### src/core/gate_ctrl_pkg.sv
package gate_ctrl_pkg;

  // ----------------------------------------------------------------
  // Register offsets
  // ----------------------------------------------------------------
  localparam logic [11:0] RUN_CLOCK_CFG_OFF  = 12'h060;
  localparam logic [11:0] RUN_GATE_OFF       = 12'h104;
  localparam logic [11:0] SLEEP_GATE_OFF     = 12'h114;
  localparam logic [11:0] DEEP_GATE_OFF      = 12'h124;
  localparam logic [11:0] FAULT_STATUS_OFF   = 12'h200;
  localparam logic [11:0] FAULT_ENABLE_OFF   = 12'h204;
  localparam logic [11:0] FAULT_CLEAR_OFF    = 12'h208;
  localparam logic [31:0] SYSCTL_BASE        = 32'h400f_e000;

  // ----------------------------------------------------------------
  // Field layout
  // ----------------------------------------------------------------
  localparam int unsigned NUM_GATES          = 7;
  localparam int unsigned GP_TIMER_C_POS     = 18;
  localparam int unsigned GP_TIMER_B_POS     = 17;
  localparam int unsigned GP_TIMER_A_POS     = 16;
  localparam int unsigned TWO_WIRE_POS       = 12;
  localparam int unsigned SYNC_SERIAL_POS    = 4;
  localparam int unsigned ASYNC_SERIAL_B_POS = 1;
  localparam int unsigned ASYNC_SERIAL_A_POS = 0;
  localparam int unsigned AUTO_GATING_POS    = 27;
  localparam logic [31:0] GATE_WRITABLE_MASK = 32'h0007_1013;
  localparam logic [31:0] CFG_WRITABLE_MASK  = 32'h0800_0000;

  // Enable index i maps to this register bit
  localparam int unsigned GATE_POS [NUM_GATES] = '{
    ASYNC_SERIAL_A_POS, ASYNC_SERIAL_B_POS, SYNC_SERIAL_POS, TWO_WIRE_POS,
    GP_TIMER_A_POS, GP_TIMER_B_POS, GP_TIMER_C_POS
  };

  // ----------------------------------------------------------------
  // Reset values
  // ----------------------------------------------------------------
  localparam logic [31:0] GATE_RESET         = 32'h0000_0000;
  localparam logic [31:0] CFG_RESET          = 32'h0000_0000;
  localparam logic [6:0]  FAULT_RESET        = 7'h00;

  // ----------------------------------------------------------------
  // Power states
  // ----------------------------------------------------------------
  typedef enum logic [1:0] {
    PWR_RUN   = 2'h0,
    PWR_SLEEP = 2'h1,
    PWR_DEEP  = 2'h3
  } power_state_t;

endpackage : gate_ctrl_pkg

### src/core/deep_sleep_clock_gate_ctrl.sv
// The APB interface to the registers was decided locally.
`timescale 1ns/1ps
// What this block does
// - Each writable gating bit is the clock enable of one peripheral, 1 clocks it, 0 stops it.
// - An access aimed at a peripheral whose enable is 0 answers with a bus fault.
// - Reset clears every gating bit so the register reads zero and all modules are unclocked.
// - Timer enables c, b and a sit at bits 18, 17 and 16 and are read/write.
// - The two-wire serial enable is the read/write bit 12.
// - The synchronous serial enable is the read/write bit 4.
// - Asynchronous serial enables b and a are the read/write bits 1 and 0.
// - Reserved bits, 31:19, 15:13, 11:5 and 3:2, are read-only zero and ignore writes.
// - The run register gates in run, the sleep register in sleep, this register in deep sleep.
// - Sleep-mode registers apply only when the automatic gating select bit is set.
// - This register decodes at offset 0x124 from the system control base, 32-bit access.
module deep_sleep_clock_gate_ctrl #(
  parameter int unsigned ADDR_W = 12
) (
  input  wire logic                                  clk_i,
  input  wire logic                                  srst_i,
  input  wire logic                                  psel_i,
  input  wire logic                                  penable_i,
  input  wire logic                                  pwrite_i,
  input  wire logic [ADDR_W-1:0]                     paddr_i,
  input  wire logic [31:0]                           pwdata_i,
  output logic      [31:0]                           prdata_o,
  output logic                                       pready_o,
  output logic                                       pslverr_o,
  input  wire logic [1:0]                            power_state_i,
  input  wire logic [gate_ctrl_pkg::NUM_GATES-1:0]   periph_access_i,
  output logic      [gate_ctrl_pkg::NUM_GATES-1:0]   periph_clk_en_o,
  output logic                                       bus_fault_o,
  output logic                                       irq_o
);

  localparam int unsigned NG = gate_ctrl_pkg::NUM_GATES;

  // ----------------------------------------------------------------
  // State
  // ----------------------------------------------------------------
  logic [31:0]   run_gate_reg_one_q;
  logic [31:0]   run_gate_reg_one_d;
  logic [31:0]   sleep_gate_reg_one_q;
  logic [31:0]   sleep_gate_reg_one_d;
  logic [31:0]   deep_sleep_gate_reg_one_q;
  logic [31:0]   deep_sleep_gate_reg_one_d;
  logic [31:0]   run_clock_config_reg_q;
  logic [31:0]   run_clock_config_reg_d;
  logic [NG-1:0] fault_en_q;
  logic [NG-1:0] fault_en_d;
  logic [31:0]   prdata_q;
  logic [31:0]   prdata_d;
  logic          pready_q;
  logic          pready_d;
  logic          pslverr_q;
  logic          pslverr_d;
  logic          bus_fault_q;
  logic          bus_fault_d;
  logic          irq_q;
  logic          irq_d;

  logic          setup;
  logic          wr_commit;
  logic [11:0]   offs;
  logic          hit;
  logic [31:0]   sel_reg;
  logic [NG-1:0] sel_en;
  logic [NG-1:0] clk_en;
  logic [NG-1:0] fault_ev;
  logic [NG-1:0] fault_clr;
  logic [NG-1:0] fault_stat;
  logic          auto_gating_select;

  assign setup     = psel_i & ~penable_i;
  assign wr_commit = psel_i & penable_i & pready_q & pwrite_i;
  assign offs      = 12'(paddr_i);
  assign auto_gating_select = run_clock_config_reg_q[gate_ctrl_pkg::AUTO_GATING_POS];

  // ----------------------------------------------------------------
  // Address decode
  // ----------------------------------------------------------------
  always_comb begin
    unique case (offs)
      gate_ctrl_pkg::RUN_CLOCK_CFG_OFF,
      gate_ctrl_pkg::RUN_GATE_OFF,
      gate_ctrl_pkg::SLEEP_GATE_OFF,
      gate_ctrl_pkg::DEEP_GATE_OFF,
      gate_ctrl_pkg::FAULT_STATUS_OFF,
      gate_ctrl_pkg::FAULT_ENABLE_OFF,
      gate_ctrl_pkg::FAULT_CLEAR_OFF: hit = 1'b1;
      default:                        hit = 1'b0;
    endcase
  end

  // ----------------------------------------------------------------
  // Register writes
  // ----------------------------------------------------------------
  always_comb begin
    run_gate_reg_one_d        = run_gate_reg_one_q;
    sleep_gate_reg_one_d      = sleep_gate_reg_one_q;
    deep_sleep_gate_reg_one_d = deep_sleep_gate_reg_one_q;
    run_clock_config_reg_d    = run_clock_config_reg_q;
    fault_en_d                = fault_en_q;
    fault_clr                 = '0;
    if (wr_commit) begin
      unique case (offs)
        gate_ctrl_pkg::RUN_GATE_OFF:
          run_gate_reg_one_d = pwdata_i & gate_ctrl_pkg::GATE_WRITABLE_MASK;
        gate_ctrl_pkg::SLEEP_GATE_OFF:
          sleep_gate_reg_one_d = pwdata_i & gate_ctrl_pkg::GATE_WRITABLE_MASK;
        gate_ctrl_pkg::DEEP_GATE_OFF:
          deep_sleep_gate_reg_one_d = pwdata_i & gate_ctrl_pkg::GATE_WRITABLE_MASK;
        gate_ctrl_pkg::RUN_CLOCK_CFG_OFF:
          run_clock_config_reg_d = pwdata_i & gate_ctrl_pkg::CFG_WRITABLE_MASK;
        gate_ctrl_pkg::FAULT_ENABLE_OFF:
          fault_en_d = pwdata_i[NG-1:0];
        gate_ctrl_pkg::FAULT_CLEAR_OFF:
          fault_clr = pwdata_i[NG-1:0];
        default: begin
        end
      endcase
    end
  end

  // ----------------------------------------------------------------
  // Bus answer, registered in the setup cycle
  // ----------------------------------------------------------------
  always_comb begin
    pready_d  = setup;
    pslverr_d = setup & ~hit;
    prdata_d  = '0;
    if (setup & ~pwrite_i) begin
      unique case (offs)
        gate_ctrl_pkg::RUN_CLOCK_CFG_OFF: prdata_d = run_clock_config_reg_q;
        gate_ctrl_pkg::RUN_GATE_OFF:      prdata_d = run_gate_reg_one_q;
        gate_ctrl_pkg::SLEEP_GATE_OFF:    prdata_d = sleep_gate_reg_one_q;
        gate_ctrl_pkg::DEEP_GATE_OFF:     prdata_d = deep_sleep_gate_reg_one_q;
        gate_ctrl_pkg::FAULT_STATUS_OFF:  prdata_d = 32'(fault_stat);
        gate_ctrl_pkg::FAULT_ENABLE_OFF:  prdata_d = 32'(fault_en_q);
        default:                          prdata_d = '0;
      endcase
    end
  end

  // ----------------------------------------------------------------
  // Power state selection of enables
  // ----------------------------------------------------------------
  always_comb begin
    sel_reg = run_gate_reg_one_q;
    if (auto_gating_select) begin
      unique case (power_state_i)
        gate_ctrl_pkg::PWR_SLEEP: sel_reg = sleep_gate_reg_one_q;
        gate_ctrl_pkg::PWR_DEEP:  sel_reg = deep_sleep_gate_reg_one_q;
        default:                  sel_reg = run_gate_reg_one_q;
      endcase
    end
  end

  // ----------------------------------------------------------------
  // Per-gate selection and fault events
  // ----------------------------------------------------------------
  for (genvar g = 0; g < NG; g++) begin : g_gate
    assign sel_en[g]   = sel_reg[gate_ctrl_pkg::GATE_POS[g]];
    assign fault_ev[g] = periph_access_i[g] & ~clk_en[g];
  end

  // ----------------------------------------------------------------
  // Clock enable cells
  // ----------------------------------------------------------------
  gate_enable_cell async_serial_a_cell (
    .clk_i    (clk_i),
    .srst_i   (srst_i),
    .sel_en_i (sel_en[0]),
    .clk_en_o (clk_en[0])
  );

  gate_enable_cell async_serial_b_cell (
    .clk_i    (clk_i),
    .srst_i   (srst_i),
    .sel_en_i (sel_en[1]),
    .clk_en_o (clk_en[1])
  );

  gate_enable_cell sync_serial_cell (
    .clk_i    (clk_i),
    .srst_i   (srst_i),
    .sel_en_i (sel_en[2]),
    .clk_en_o (clk_en[2])
  );

  gate_enable_cell two_wire_cell (
    .clk_i    (clk_i),
    .srst_i   (srst_i),
    .sel_en_i (sel_en[3]),
    .clk_en_o (clk_en[3])
  );

  gate_enable_cell gp_timer_a_cell (
    .clk_i    (clk_i),
    .srst_i   (srst_i),
    .sel_en_i (sel_en[4]),
    .clk_en_o (clk_en[4])
  );

  gate_enable_cell gp_timer_b_cell (
    .clk_i    (clk_i),
    .srst_i   (srst_i),
    .sel_en_i (sel_en[5]),
    .clk_en_o (clk_en[5])
  );

  gate_enable_cell gp_timer_c_cell (
    .clk_i    (clk_i),
    .srst_i   (srst_i),
    .sel_en_i (sel_en[6]),
    .clk_en_o (clk_en[6])
  );

  // ----------------------------------------------------------------
  // Fault status flags
  // ----------------------------------------------------------------
  sticky_flag async_serial_a_flag (
    .clk_i  (clk_i),
    .srst_i (srst_i),
    .set_i  (fault_ev[0]),
    .clr_i  (fault_clr[0]),
    .flag_o (fault_stat[0])
  );

  sticky_flag async_serial_b_flag (
    .clk_i  (clk_i),
    .srst_i (srst_i),
    .set_i  (fault_ev[1]),
    .clr_i  (fault_clr[1]),
    .flag_o (fault_stat[1])
  );

  sticky_flag sync_serial_flag (
    .clk_i  (clk_i),
    .srst_i (srst_i),
    .set_i  (fault_ev[2]),
    .clr_i  (fault_clr[2]),
    .flag_o (fault_stat[2])
  );

  sticky_flag two_wire_flag (
    .clk_i  (clk_i),
    .srst_i (srst_i),
    .set_i  (fault_ev[3]),
    .clr_i  (fault_clr[3]),
    .flag_o (fault_stat[3])
  );

  sticky_flag gp_timer_a_flag (
    .clk_i  (clk_i),
    .srst_i (srst_i),
    .set_i  (fault_ev[4]),
    .clr_i  (fault_clr[4]),
    .flag_o (fault_stat[4])
  );

  sticky_flag gp_timer_b_flag (
    .clk_i  (clk_i),
    .srst_i (srst_i),
    .set_i  (fault_ev[5]),
    .clr_i  (fault_clr[5]),
    .flag_o (fault_stat[5])
  );

  sticky_flag gp_timer_c_flag (
    .clk_i  (clk_i),
    .srst_i (srst_i),
    .set_i  (fault_ev[6]),
    .clr_i  (fault_clr[6]),
    .flag_o (fault_stat[6])
  );

  always_comb begin
    bus_fault_d = |fault_ev;
    irq_d       = |(fault_stat & fault_en_q);
  end

  // ----------------------------------------------------------------
  // Gating and configuration registers
  // ----------------------------------------------------------------
  always_ff @(posedge clk_i) begin
    if (srst_i) begin
      run_gate_reg_one_q        <= gate_ctrl_pkg::GATE_RESET;
      sleep_gate_reg_one_q      <= gate_ctrl_pkg::GATE_RESET;
      deep_sleep_gate_reg_one_q <= gate_ctrl_pkg::GATE_RESET;
      run_clock_config_reg_q    <= gate_ctrl_pkg::CFG_RESET;
    end else begin
      run_gate_reg_one_q        <= run_gate_reg_one_d;
      sleep_gate_reg_one_q      <= sleep_gate_reg_one_d;
      deep_sleep_gate_reg_one_q <= deep_sleep_gate_reg_one_d;
      run_clock_config_reg_q    <= run_clock_config_reg_d;
    end
  end

  // ----------------------------------------------------------------
  // Fault enable register
  // ----------------------------------------------------------------
  always_ff @(posedge clk_i) begin
    if (srst_i) begin
      fault_en_q <= gate_ctrl_pkg::FAULT_RESET;
    end else begin
      fault_en_q <= fault_en_d;
    end
  end

  // ----------------------------------------------------------------
  // Bus answer registers
  // ----------------------------------------------------------------
  always_ff @(posedge clk_i) begin
    if (srst_i) begin
      prdata_q  <= '0;
      pready_q  <= 1'b0;
      pslverr_q <= 1'b0;
    end else begin
      prdata_q  <= prdata_d;
      pready_q  <= pready_d;
      pslverr_q <= pslverr_d;
    end
  end

  // ----------------------------------------------------------------
  // Fault and interrupt outputs
  // ----------------------------------------------------------------
  always_ff @(posedge clk_i) begin
    if (srst_i) begin
      bus_fault_q <= 1'b0;
      irq_q       <= 1'b0;
    end else begin
      bus_fault_q <= bus_fault_d;
      irq_q       <= irq_d;
    end
  end

  assign prdata_o        = prdata_q;
  assign pready_o        = pready_q;
  assign pslverr_o       = pslverr_q;
  assign periph_clk_en_o = clk_en;
  assign bus_fault_o     = bus_fault_q;
  assign irq_o           = irq_q;

endmodule : deep_sleep_clock_gate_ctrl

### src/core/gate_enable_cell.sv
`timescale 1ns/1ps
module gate_enable_cell (
  input  wire logic clk_i,
  input  wire logic srst_i,
  input  wire logic sel_en_i,
  output logic      clk_en_o
);

  logic en_d;
  logic en_q;

  // ----------------------------------------------------------------
  // Enable register, changes only at a clock edge
  // ----------------------------------------------------------------
  always_comb begin
    en_d = sel_en_i;
  end

  always_ff @(posedge clk_i) begin
    if (srst_i) begin
      en_q <= 1'b0;
    end else begin
      en_q <= en_d;
    end
  end

  assign clk_en_o = en_q;

endmodule : gate_enable_cell

### src/core/sticky_flag.sv
`timescale 1ns/1ps
module sticky_flag (
  input  wire logic clk_i,
  input  wire logic srst_i,
  input  wire logic set_i,
  input  wire logic clr_i,
  output logic      flag_o
);

  logic flag_d;
  logic flag_q;

  // ----------------------------------------------------------------
  // Set wins over clear
  // ----------------------------------------------------------------
  always_comb begin
    flag_d = flag_q;
    if (clr_i) begin
      flag_d = 1'b0;
    end
    if (set_i) begin
      flag_d = 1'b1;
    end
  end

  always_ff @(posedge clk_i) begin
    if (srst_i) begin
      flag_q <= 1'b0;
    end else begin
      flag_q <= flag_d;
    end
  end

  assign flag_o = flag_q;

endmodule : sticky_flag

### config.mk
export PLATFORM = sky130hd
export DESIGN_NAME = deep_sleep_clock_gate_ctrl
export DESIGN_NICKNAME = d
export VERILOG_FILES = /design/src/core/gate_ctrl_pkg.sv /design/src/core/deep_sleep_clock_gate_ctrl.sv /design/src/core/gate_enable_cell.sv /design/src/core/sticky_flag.sv
export SDC_FILE = /design/constraint.sdc
export NUM_CORES = 1
export LEC_CHECK = 0
export ABC_AREA = 1
export BUFFER_PORTS_ARGS = -buffer_cell sky130_fd_sc_hd__buf_2
export CAP_MARGIN = 10
export CELL_PAD_IN_SITES_DETAIL_PLACEMENT = 0
export CELL_PAD_IN_SITES_GLOBAL_PLACEMENT = 2
export CORE_MARGIN = 1
export CORE_UTILIZATION = 26
export CTS_CLUSTER_DIAMETER = 50
export DETAILED_ROUTE_END_ITERATION = 12
export PLACE_DENSITY_LB_ADDON = 0.05
export SLEW_MARGIN = 20
export SYNTH_ARGS = -nofsm -noshare
export SYNTH_HDL_FRONTEND = slang
export SYNTH_SLANG_ARGS = --single-unit
### constraint.sdc
create_clock -name clk_i -period 1.7 [get_ports clk_i]
set_input_delay 0.17 -clock clk_i [delete_from_list [all_inputs] [get_ports clk_i]]
set_output_delay 0.17 -clock clk_i [all_outputs]
set_load 0.01 [all_outputs]
==> metrics, run 1 <==
status finished clean; Core Region roughly 11000 um^2; # rows 38; reg2reg path depth 6; Worst Path Arrival 1.54 ns; CP bufs+invs 2; cell area after synthesis between 2000 and 3000 um^2; critical path startpoint category input pin; drt initial violations 170; Area after DPL around 3400 um^2; HPWL after DPL 6.89 mm; Leakage roughly 1.6 nW; count of different cell masters after synthesis 25; grt total ovfl 0; crit path capture type register; syn_area_per_cell between 6 and 7 um^2; Final period util 76.4%; routed wire length between 8 and 9 mm; design area about 3700 um^2; die area between 10000 and 15000 um^2; via count about 2800; Top Family by Delay on Critical Path simple AND/OR/NAND/NOR gates; CP max FO 11; vias per cell between 4 and 5; Worst Setup EP prdata_o[0]$_SDFF_PP0_; Final Hold Fails 0; Max-cap violations 0; clk sinks approximately 60; Final Core Density between 30 and 40%; Layout Skew about 0.0080 ns; HP Class input pin to register; Syn Inst Count roughly 440; Crit path depth 10; clock root cell clkbuf_16; Seq/Total Area, Yosys 40.3%; RSZ-0062 raised after global routing no; clk_lat worst skew 0.32 ns; Final nets ~570; port buffer count 60; TritonCTS buffer count 9; WL/cell 13.2 um; Antenna Diode Count 0; drt pass-1 iters 4; R2R Path Start pready_o$_SDFF_PP0_; first-pass GRT wire length 13.7 mm; setup TNS 0 ns; total track usage 15.7%; DRC violations left 0; CTS tree yes; DIE WIDTH about 110 um; worst vdd ir roughly 0.00044 V; initial antenna violation count 0; most frequent cells in the layout 108 x nand2_1, 60 x buf_2, 59 x dfxtp_1; CP Cell Sequence buf_2 > inv_1 > nand2_1 > nor2_1 > nand3_1 > nand2_1 > nor2_1 > nand2_1 > nand2_2 > nor2_1; CP peak stage delay between 0.3 and 0.4 ns; Initial Util a little over a quarter; worst endpoint required time 1.95 ns; Synth Register Bits 59; commonest non-fill, non-tap cell in the layout nand2_1; RD Place Congestion 0.771; number of I/O pins approximately 100; clk slew on worst S/H paths about 0.050 ns; reg-to-reg setup timing slack 0.49 ns; proportion of layout cells with a drive suffix above 1 around 23%; Final setup viols 0; worst reg2reg path endpoint sync_serial_flag.flag_o$_SDFFE_PP0P_; vias in the first global route between 2000 and 3000; Worst Setup SP paddr_i[4]; antenna-violating nets left 0; largest net degree at the start of global routing 31; DIE HEIGHT ~110 um; CTS Hold Buffers Added 0; Pins Over Slew Limit 0; Slowest cell on crit path nor2_1; area delta synth->final 25.0%; post-CTS setup buffers 0; type of the worst setup path input pin to register; clock period minus worst slack approximately 1.3 ns; clock buffer depth 2; PwrDens ~940 nW/um^2; H-Tree Level Count 3; highest clock rate 770 MHz; synthesis warning total 0; Resize count post-CTS 0
-- worst register-to-register path, stage by stage (launching register included) --
cell and delay, ns:
dfxtp_1 0.33, nand4_1 0.13, clkinv_1 0.15, buf_4 0.17, nand2_1 0.05, o21ai_0 0.17, a21oi_1 0.08
-- worst min-delay path by stage --
stage                         endpoint  depth (start not counted)  slack [ns]     start
5_1_grt        prdata_o[27]$_SDFF_PP0_                          2        0.04  pwrite_i
4_1_cts        prdata_o[27]$_SDFF_PP0_                          2        0.03  pwrite_i
3_3_place_gp   prdata_o[27]$_SDFF_PP0_                          2        0.37  pwrite_i
2_1_floorplan  prdata_o[27]$_SDFF_PP0_                          1        0.25  pwrite_i
6_report       prdata_o[27]$_SDFF_PP0_                          2        0.05  pwrite_i
3_5_place_dp   prdata_o[27]$_SDFF_PP0_                          2        0.38  pwrite_i
-- report_power, final --
part,internal [mW],switching [mW]
Combinational,0.0621,0.127
Clock,1.23,0.597
Sequential,1.40,0.0111
-- registers in the layout, indices dropped and copies added (netlist names), 7 cells and up --
signal and flops:
run_gate_reg_one_q 7, prdata_o 12, fault_en_q 7, deep_sleep_gate_reg_one_q 7, sleep_gate_reg_one_q 7
-- synth_stat cells (all sizes together) --
cell type | number | share of area [%]
nand3 | 35 | 6.0
dfxtp | 59 | 40
a41oi | 1 | 0.30
o21ai | 29 | 4.9
a21oi | 36 | 6.1
nand2 | 112 | 15
nand4 | 1 | 0.21
conb | 1 | 0.13
nor4 | 1 | 0.21
nor3 | 4 | 1.1
a31oi | 1 | 0.21
nor2 | 65 | 10
clkinv | 1 | 0.13
clkbuf | 5 | 0.64
buf | 30 | 7.6
inv | 52 | 6.7
o22ai | 2 | 0.43
-- area by class of cell --
class                           instances  area, um^2
Timing Repair Buffer                   77         428
Tap cell                              140         175
Clock inverter                          2        35.0
Inverter                               53         199
Sequential cell                        59        1180
Clock buffer                           12         267
Fill cell                            1264        7270
Multi-Input combinational cell        307        1380
-- per-layer routing --
layer	GRT usage, %	wire length, um
met1	20.0	3980
met2	26.6	4170
met3	3.92	358
met4	3.91	63
met5	0	0
-- kinds of logic (layout without fill, tap and decap cells) --
logic type | Yosys count | count (layout) | share of synthesized area, %
flip-flops | 59 | 59 | 40.3
buffers and inverters | 88 | 144 | 15.0
AND/OR/NAND/NOR | 218 | 218 | 32.6
other | 1 | 20 | 0.128
AO/OA/AOI/OAI | 69 | 69 | 12.0
-- metrics by stage --
step                      hold slack, ns  setup WS [ns]  instances  power, mW
after global routing              0.0405          0.171        650       3.59
after CTS                         0.0332          0.386        650       3.50
after global placement             0.374          0.108        636       1.63
final                             0.0497          0.401        650       3.43
after floorplan                    0.249          0.370        454       1.57
after detailed placement           0.375         0.0533        636       1.63
No activity file was read; power rests on OpenSTA's default activity.
==> inputs of run 2 (changes only) <==
- ABC_AREA: 1 -> 0
- CORE_UTILIZATION: 26 -> 29
- clock period: 1.7 -> 1.2 ns (I/O delays scaled with it)
==> run 2 against run 1 <==
Hold slack worse by 0.016 ns. First-iteration DRC count shrank 52%. Power rose by 32%. The flow now finishes with violations (setup timing). Synthesized area shrank 0.64%. Critical endpoint is now run_gate_reg_one_q[12]$_SDFFE_PP0P_. Die area fell by 11%. Highest routed layer unchanged. Final cell count is 13% lower. Routed wire length up 2.3%. Sequential share of layout area is 3.7 points lower.
==> metrics, run 2 <==
clock period minus worst slack between 1.5 and 2 ns; drt initial violations 81 (-52%); grt total ovfl 0 (unchanged); antenna-violating nets left 0 (unchanged); CTS tree yes; crit path capture type register; grt met3 use 3.69% (-0.22 points); Initial Util 29.8% (+3.0 points); total power 4.54 mW (+32%); Leakage 1.75 nW (+9.0%); # rows 36 (-5.3%); Seq/Total Area, Yosys 40.5% (+0.26 points); die area 10500 um^2 (-11%); clock buffer depth 2 (unchanged); M1 GR Usage 21.2% (+1.3 points); Hold WS 0.0336 ns (-0.0161 ns); area leader, netlist dfxtp_1; Worst Setup EP run_gate_reg_one_q[12]$_SDFFE_PP0P_; busiest grt layer met2; clk_lat worst skew 0.34 ns (+0.02 ns); prevailing post-synth register cell dfxtp_1; RD Place Congestion 0.757 (-1.9%); Final period util 130%; reg-to-reg setup timing slack -0.35 ns (-0.84 ns); CP Cell Sequence nand4_1 > buf_6 > buf_6 > nor4_4 > buf_4 > clkbuf_16 > nand3_1 > a21oi_1; DRC violations left 0 (unchanged); highest clock rate 643 MHz; via count 2616 (-6.2%); met2 usage 30.9% (+4.4 points); failing checks setup timing; H-Tree Level Count 3 (unchanged); status finished with violations; DIE WIDTH 102 um (-5.5%); Post-synth ARST share 0% (unchanged); Largest register FFs 12 (unchanged); most common cell in the netlist dfxtp_1; Final setup viols 47 (+47); clk slew on worst S/H paths 0.07 ns (+0.02 ns); Layout Skew 0.00982 ns (+0.00178 ns); area delta synth->final 42.4%; synthesis warning total 0 (unchanged); worst vdd ir 0.000702 V (+60%); final non-filler cell total 566 (-13%); Max-cap violations 0 (unchanged); clock root cell clkbuf_8; Worst Path Arrival 1.83 ns (+0.29 ns); Pins Over Slew Limit 0 (unchanged); placed insts 536 (-16%); RSZ-0062 raised after global routing yes; routed wire length 8.76 mm (+2.3%); most frequent cells in the layout 58 x dfxtp_1, 55 x buf_2, 41 x buf_4; cell area after synthesis 2920 um^2 (-0.64%); type of the worst setup path register to register; CP max FO 7 (-4); HPWL after DPL 6.13 mm (-11%); most used cell, CP buf_6; worst endpoint required time 1.47 ns (-0.48 ns); vias in the first global route 2485 (-6.8%); commonest non-fill, non-tap cell in the layout dfxtp_1; clk sinks 59 (unchanged); WL/cell 15.5 um (+17%); number of I/O pins 101 (unchanged); Core Region 9770 um^2 (-11%); DIE HEIGHT 102 um (-5.5%); Post-synth top cells 59 x dfxtp_1, 32 x mux2i_1, 29 x buf_4; port buffer count 60 (unchanged); initial antenna violation count 0 (unchanged); largest net degree at the start of global routing 32 (+3.2%); Post-synth EDFFs 0 (unchanged); first-pass GRT wire length 13.3 mm (-3.0%); Syn Inst Count 328 (-25%); area occupied by multi-input gates 1680 um^2 (+21%); R2R Path Start pready_o$_SDFF_PP0_; Final Core Density 42.5% (+8.9 points); Final Hold Fails 0 (unchanged); reg2reg path depth 8 (+2); critical path startpoint category register; Worst Setup SP pready_o$_SDFF_PP0_; Slowest cell on crit path dfxtp_2; vias per cell 4.62 (+7.7%); CP peak stage delay 0.33 ns (+0.02 ns); drt pass-1 iters 4 (unchanged); top post-synthesis cells by area dfxtp_1 41%, mux2i_1 11%, buf_4 7.5%, a21oi_1 4.5%, nand2_1 3.6%; Synth top area share 40.5% (+0.26 points); worst reg2reg path endpoint run_gate_reg_one_q[12]$_SDFFE_PP0P_; register area 1180 um^2 (+0.11%); Fillers 996 (-21%); proportion of layout cells with a drive suffix above 1 44.3% (+21 points); syn_area_per_cell 8.89 um^2 (+32%); Final nets 486 (-14%); TritonCTS buffer count 9 (unchanged); count of different cell masters after synthesis 43 (+72%); Final WS setup -0.355 ns (-0.756 ns); PwrDens 1090 nW/um^2 (+17%); total track usage 17.6% (+1.8 points); HP Class input pin to register; Antenna Diode Count 0 (unchanged); Synth Register Bits 59 (unchanged)
-- run 2: cell count changes after synthesis, sizes merged, moves of 8 or more --
cell,delta
nand2,-84
a211oi,+9
inv,-43
nor2,-39
mux2i,+32
nand3,-19
buf,+8
a21oi,-10
-- run 2: stage by stage --
step,setup TNS (ns),instance area [um^2],setup WS [ns]
floorplan,-15.47,3030,-0.536
global placement,-25.98,3540,-0.677
detailed placement,-26.68,3540,-0.702
CTS,-8.40,3960,-0.289
global route,-13.30,4150,-0.412
finish,-10.89,4150,-0.355
-- run 2: cells by family (layout without fill, tap and decap cells) --
kind of cell	Yosys count	in the layout	share of synthesized area (%)
compound gates	71	71	15.8
buf+inv	57	142	12.1
flops	59	59	40.5
mux	35	35	12.1
other cells	1	20	0.129
simple gates	105	106	19.4
-- run 2: worst min-delay path by stage --
stage | from | to | slack, ns | cells after the start
floorplan | pwdata_i[2] | fault_en_q[2]$_SDFFE_PP0P_ | 0.26 | 2
global placement | pwdata_i[27] | run_clock_config_reg_q[27]$_SDFFE_PP0P_ | 0.37 | 2
detailed placement | pwdata_i[27] | run_clock_config_reg_q[27]$_SDFFE_PP0P_ | 0.38 | 2
CTS | pwdata_i[27] | run_clock_config_reg_q[27]$_SDFFE_PP0P_ | 0.02 | 2
global route | pwdata_i[27] | run_clock_config_reg_q[27]$_SDFFE_PP0P_ | 0.03 | 2
finish | pwdata_i[27] | run_clock_config_reg_q[27]$_SDFFE_PP0P_ | 0.03 | 2
-- run 2: cell type report --
| cell class | count | area share (%) |
|---|---|---|
| Clock inverter | 4 | 1.75 |
| Clock buffer | 12 | 3.74 |
| Multi-Input combinational cell | 232 | 40.5 |
| Inverter | 10 | 0.904 |
| Tap cell | 133 | 4.01 |
| Timing Repair Buffer | 116 | 20.7 |
| Sequential cell | 59 | 28.5 |
-- run 2: critical path: cells and delay by family, from the launching register on --
family,cells,cell delay [ns]
AND/OR/NAND/NOR,3,0.40
AO/OA/AOI/OAI,1,0.14
buffers and inverters,4,0.59
flip-flops,1,0.33
-- run 2: layer usage --
| metal | wire length, um | share of wire (%) | vias up |
|---|---|---|---|
| li1 | - | - | 1316 |
| met1 | 3880 | 44 | 1237 |
| met2 | 4520 | 52 | 55 |
| met3 | 268 | 3.1 | 8 |
| met4 | 95 | 1.1 | 0 |
| met5 | 0 | 0 | - |
-- run 2: power breakdown --
group / internal, mW / switching (mW) / total, mW
combinational: 0.190 / 0.254 / 0.445
sequential: 1.98 / 0.0180 / 2.00
clock: 1.28 / 0.820 / 2.10
total: 3.45 / 1.09 / 4.54
-- run 2: repair_timing --
action	in CTS	in global routing
pin swaps	18	19
gates cloned	1	1
hold buffers	0	0
setup endpoints to repair	49	54
setup buffers	7	5
gates resized for setup	36	32
==> inputs of run 3 (changes only) <==
- MAX_ROUTING_LAYER: not set -> met4
==> run 3 against run 2 <==
The run still ends with setup timing left. Final cell count is the same. Sequential share of layout area is the same. Power is essentially flat. Critical path type unchanged. Critical endpoint unchanged. Highest routed layer unchanged.
==> metrics, run 3 (synthesis results as in run 2) <==
status finished with violations; failing checks setup timing; Core Region 9770 um^2 (unchanged); Final setup viols 47 (unchanged); type of the worst setup path register to register; most frequent cells in the layout 58 x dfxtp_1, 55 x buf_2, 41 x buf_4; clock period minus worst slack 1.55 ns (-0.00309 ns); drt pass-1 iters 4 (unchanged); routed wire length 8.76 mm (about the same); Largest register FFs 12 (unchanged); number of I/O pins 101 (unchanged); clk sinks 59 (unchanged); vias in the first global route 2484 (-0.040%); H-Tree Level Count 3 (unchanged); HP Class input pin to register; commonest non-fill, non-tap cell in the layout dfxtp_1; CTS tree yes; Pins Over Slew Limit 0 (unchanged); Post-Place Setup Slack -0.702 ns (unchanged); highest clock rate 645 MHz (+0.20%); Initial Util 29.8% (unchanged); initial antenna violation count 0 (unchanged); Max-cap violations 0 (unchanged); clk_lat worst skew 0.34 ns (about the same); port buffer count 60 (unchanged); grt total ovfl 0 (unchanged); CP max FO 7 (unchanged); proportion of layout cells with a drive suffix above 1 44.3% (unchanged); Final WS setup -0.352 ns (+0.00309 ns); Hold WS 0.0313 ns (-0.00236 ns); Layout Skew 0.00994 ns (+0.000125 ns); area delta synth->final 42.4% (unchanged); largest net degree at the start of global routing 32 (unchanged); PwrDens 1100 nW/um^2 (about the same); Antenna Diode Count 0 (unchanged); worst vdd ir 0.000701 V (-0.16%); Hold Crit Depth 2 (unchanged); TritonCTS buffer count 9 (unchanged); Leakage 1.75 nW (unchanged); crit path capture type register; WL/cell 15.5 um (about the same); HPWL after DPL 6.13 mm (unchanged); RD Place Congestion 0.767 (+1.3%); worst endpoint required time 1.48 ns (about the same); first-pass GRT wire length 13.3 mm (unchanged); Final period util 129% (-0.26 points); Final nets 486 (unchanged); via count 2597 (-0.73%); DIE WIDTH 102 um (unchanged); antenna-violating nets left 0 (unchanged); clock buffer depth 2 (unchanged); vias per cell 4.59 (-0.73%); total track usage 18.1% (+0.50 points); reg2reg path depth 8 (unchanged); Final Hold Fails 0 (unchanged); DRC violations left 0 (unchanged); RSZ-0062 raised after global routing yes; clock root cell clkbuf_8; # rows 36 (unchanged); die area 10500 um^2 (unchanged); DIE HEIGHT 102 um (unchanged); Worst Path Arrival 1.83 ns (about the same); clk slew on worst S/H paths 0.07 ns (about the same); critical path startpoint category register; drt initial violations 84 (+3.7%)
run 3: through the flow:
stage | TNS (ns) | util, % | instance area (um^2) | std cells | total power, mW
2_1_floorplan | -15.47 | - | 3030 | 347 | 2.28
3_3_place_gp | -25.98 | 36.2 | 3540 | 536 | 2.43
3_5_place_dp | -26.68 | 36.2 | 3540 | 536 | 2.43
4_1_cts | -8.40 | 40.5 | 3960 | 560 | 4.59
5_1_grt | -13.35 | 42.5 | 4150 | 566 | 4.75
6_report | -10.83 | 42.5 | 4150 | 566 | 4.55
run 3: final cells by class:
class / count / area, um^2
inverter: 10 / 37.5
sequential: 59 / 1180
timing repair buffer: 116 / 857
clock inverter: 4 / 72.6
multi-input combinational: 232 / 1680
tap: 133 / 166
clock buffer: 12 / 155
fill: 996 / 5620
run 3: worst paths after layout:
kind,start,to,slack [ns]
worst min register to register,deep_sleep_gate_reg_one_q[18]$_SDFFE_PP0P_,deep_sleep_gate_reg_one_q[18]$_SDFFE_PP0P_,0.47
worst max register to register,pready_o$_SDFF_PP0_,run_gate_reg_one_q[12]$_SDFFE_PP0P_,-0.35
worst max-delay path,pready_o$_SDFF_PP0_,run_gate_reg_one_q[12]$_SDFFE_PP0P_,-0.35
worst min-delay path,pwdata_i[27],run_clock_config_reg_q[27]$_SDFFE_PP0P_,0.03
run 3: report_power, final:
part	internal, mW	switching (mW)	leakage (nW)
registers	1.98	0.0177	0.478
logic	0.190	0.254	1.15
clock network	1.28	0.825	0.113
total	3.45	1.10	1.75
run 3: repair_timing:
item	4_1_cts	5_1_grt
endpoints found under the setup margin	49	54
pin swaps	18	18
hold buffers	0	0
gates cloned	1	1
buffers inserted	7	5
resized for setup	36	32
run 3: worst max-delay path: stages (launching register included):
cell       delay (ns)
dfxtp_2          0.33
nand4_1          0.10
buf_6            0.15
buf_6            0.11
nor4_4           0.23
buf_4            0.19
clkbuf_16        0.15
nand3_1          0.08
a21oi_1          0.14
run 3: per-layer routing:
layer  share of wire, %  routed length (um)  GRT usage (%)
met1                 45                3920           21.6
met3                2.5                 221           3.08
met4                1.4                 123           6.26
met2                 51                4490           30.6
met5                  0                   0              -
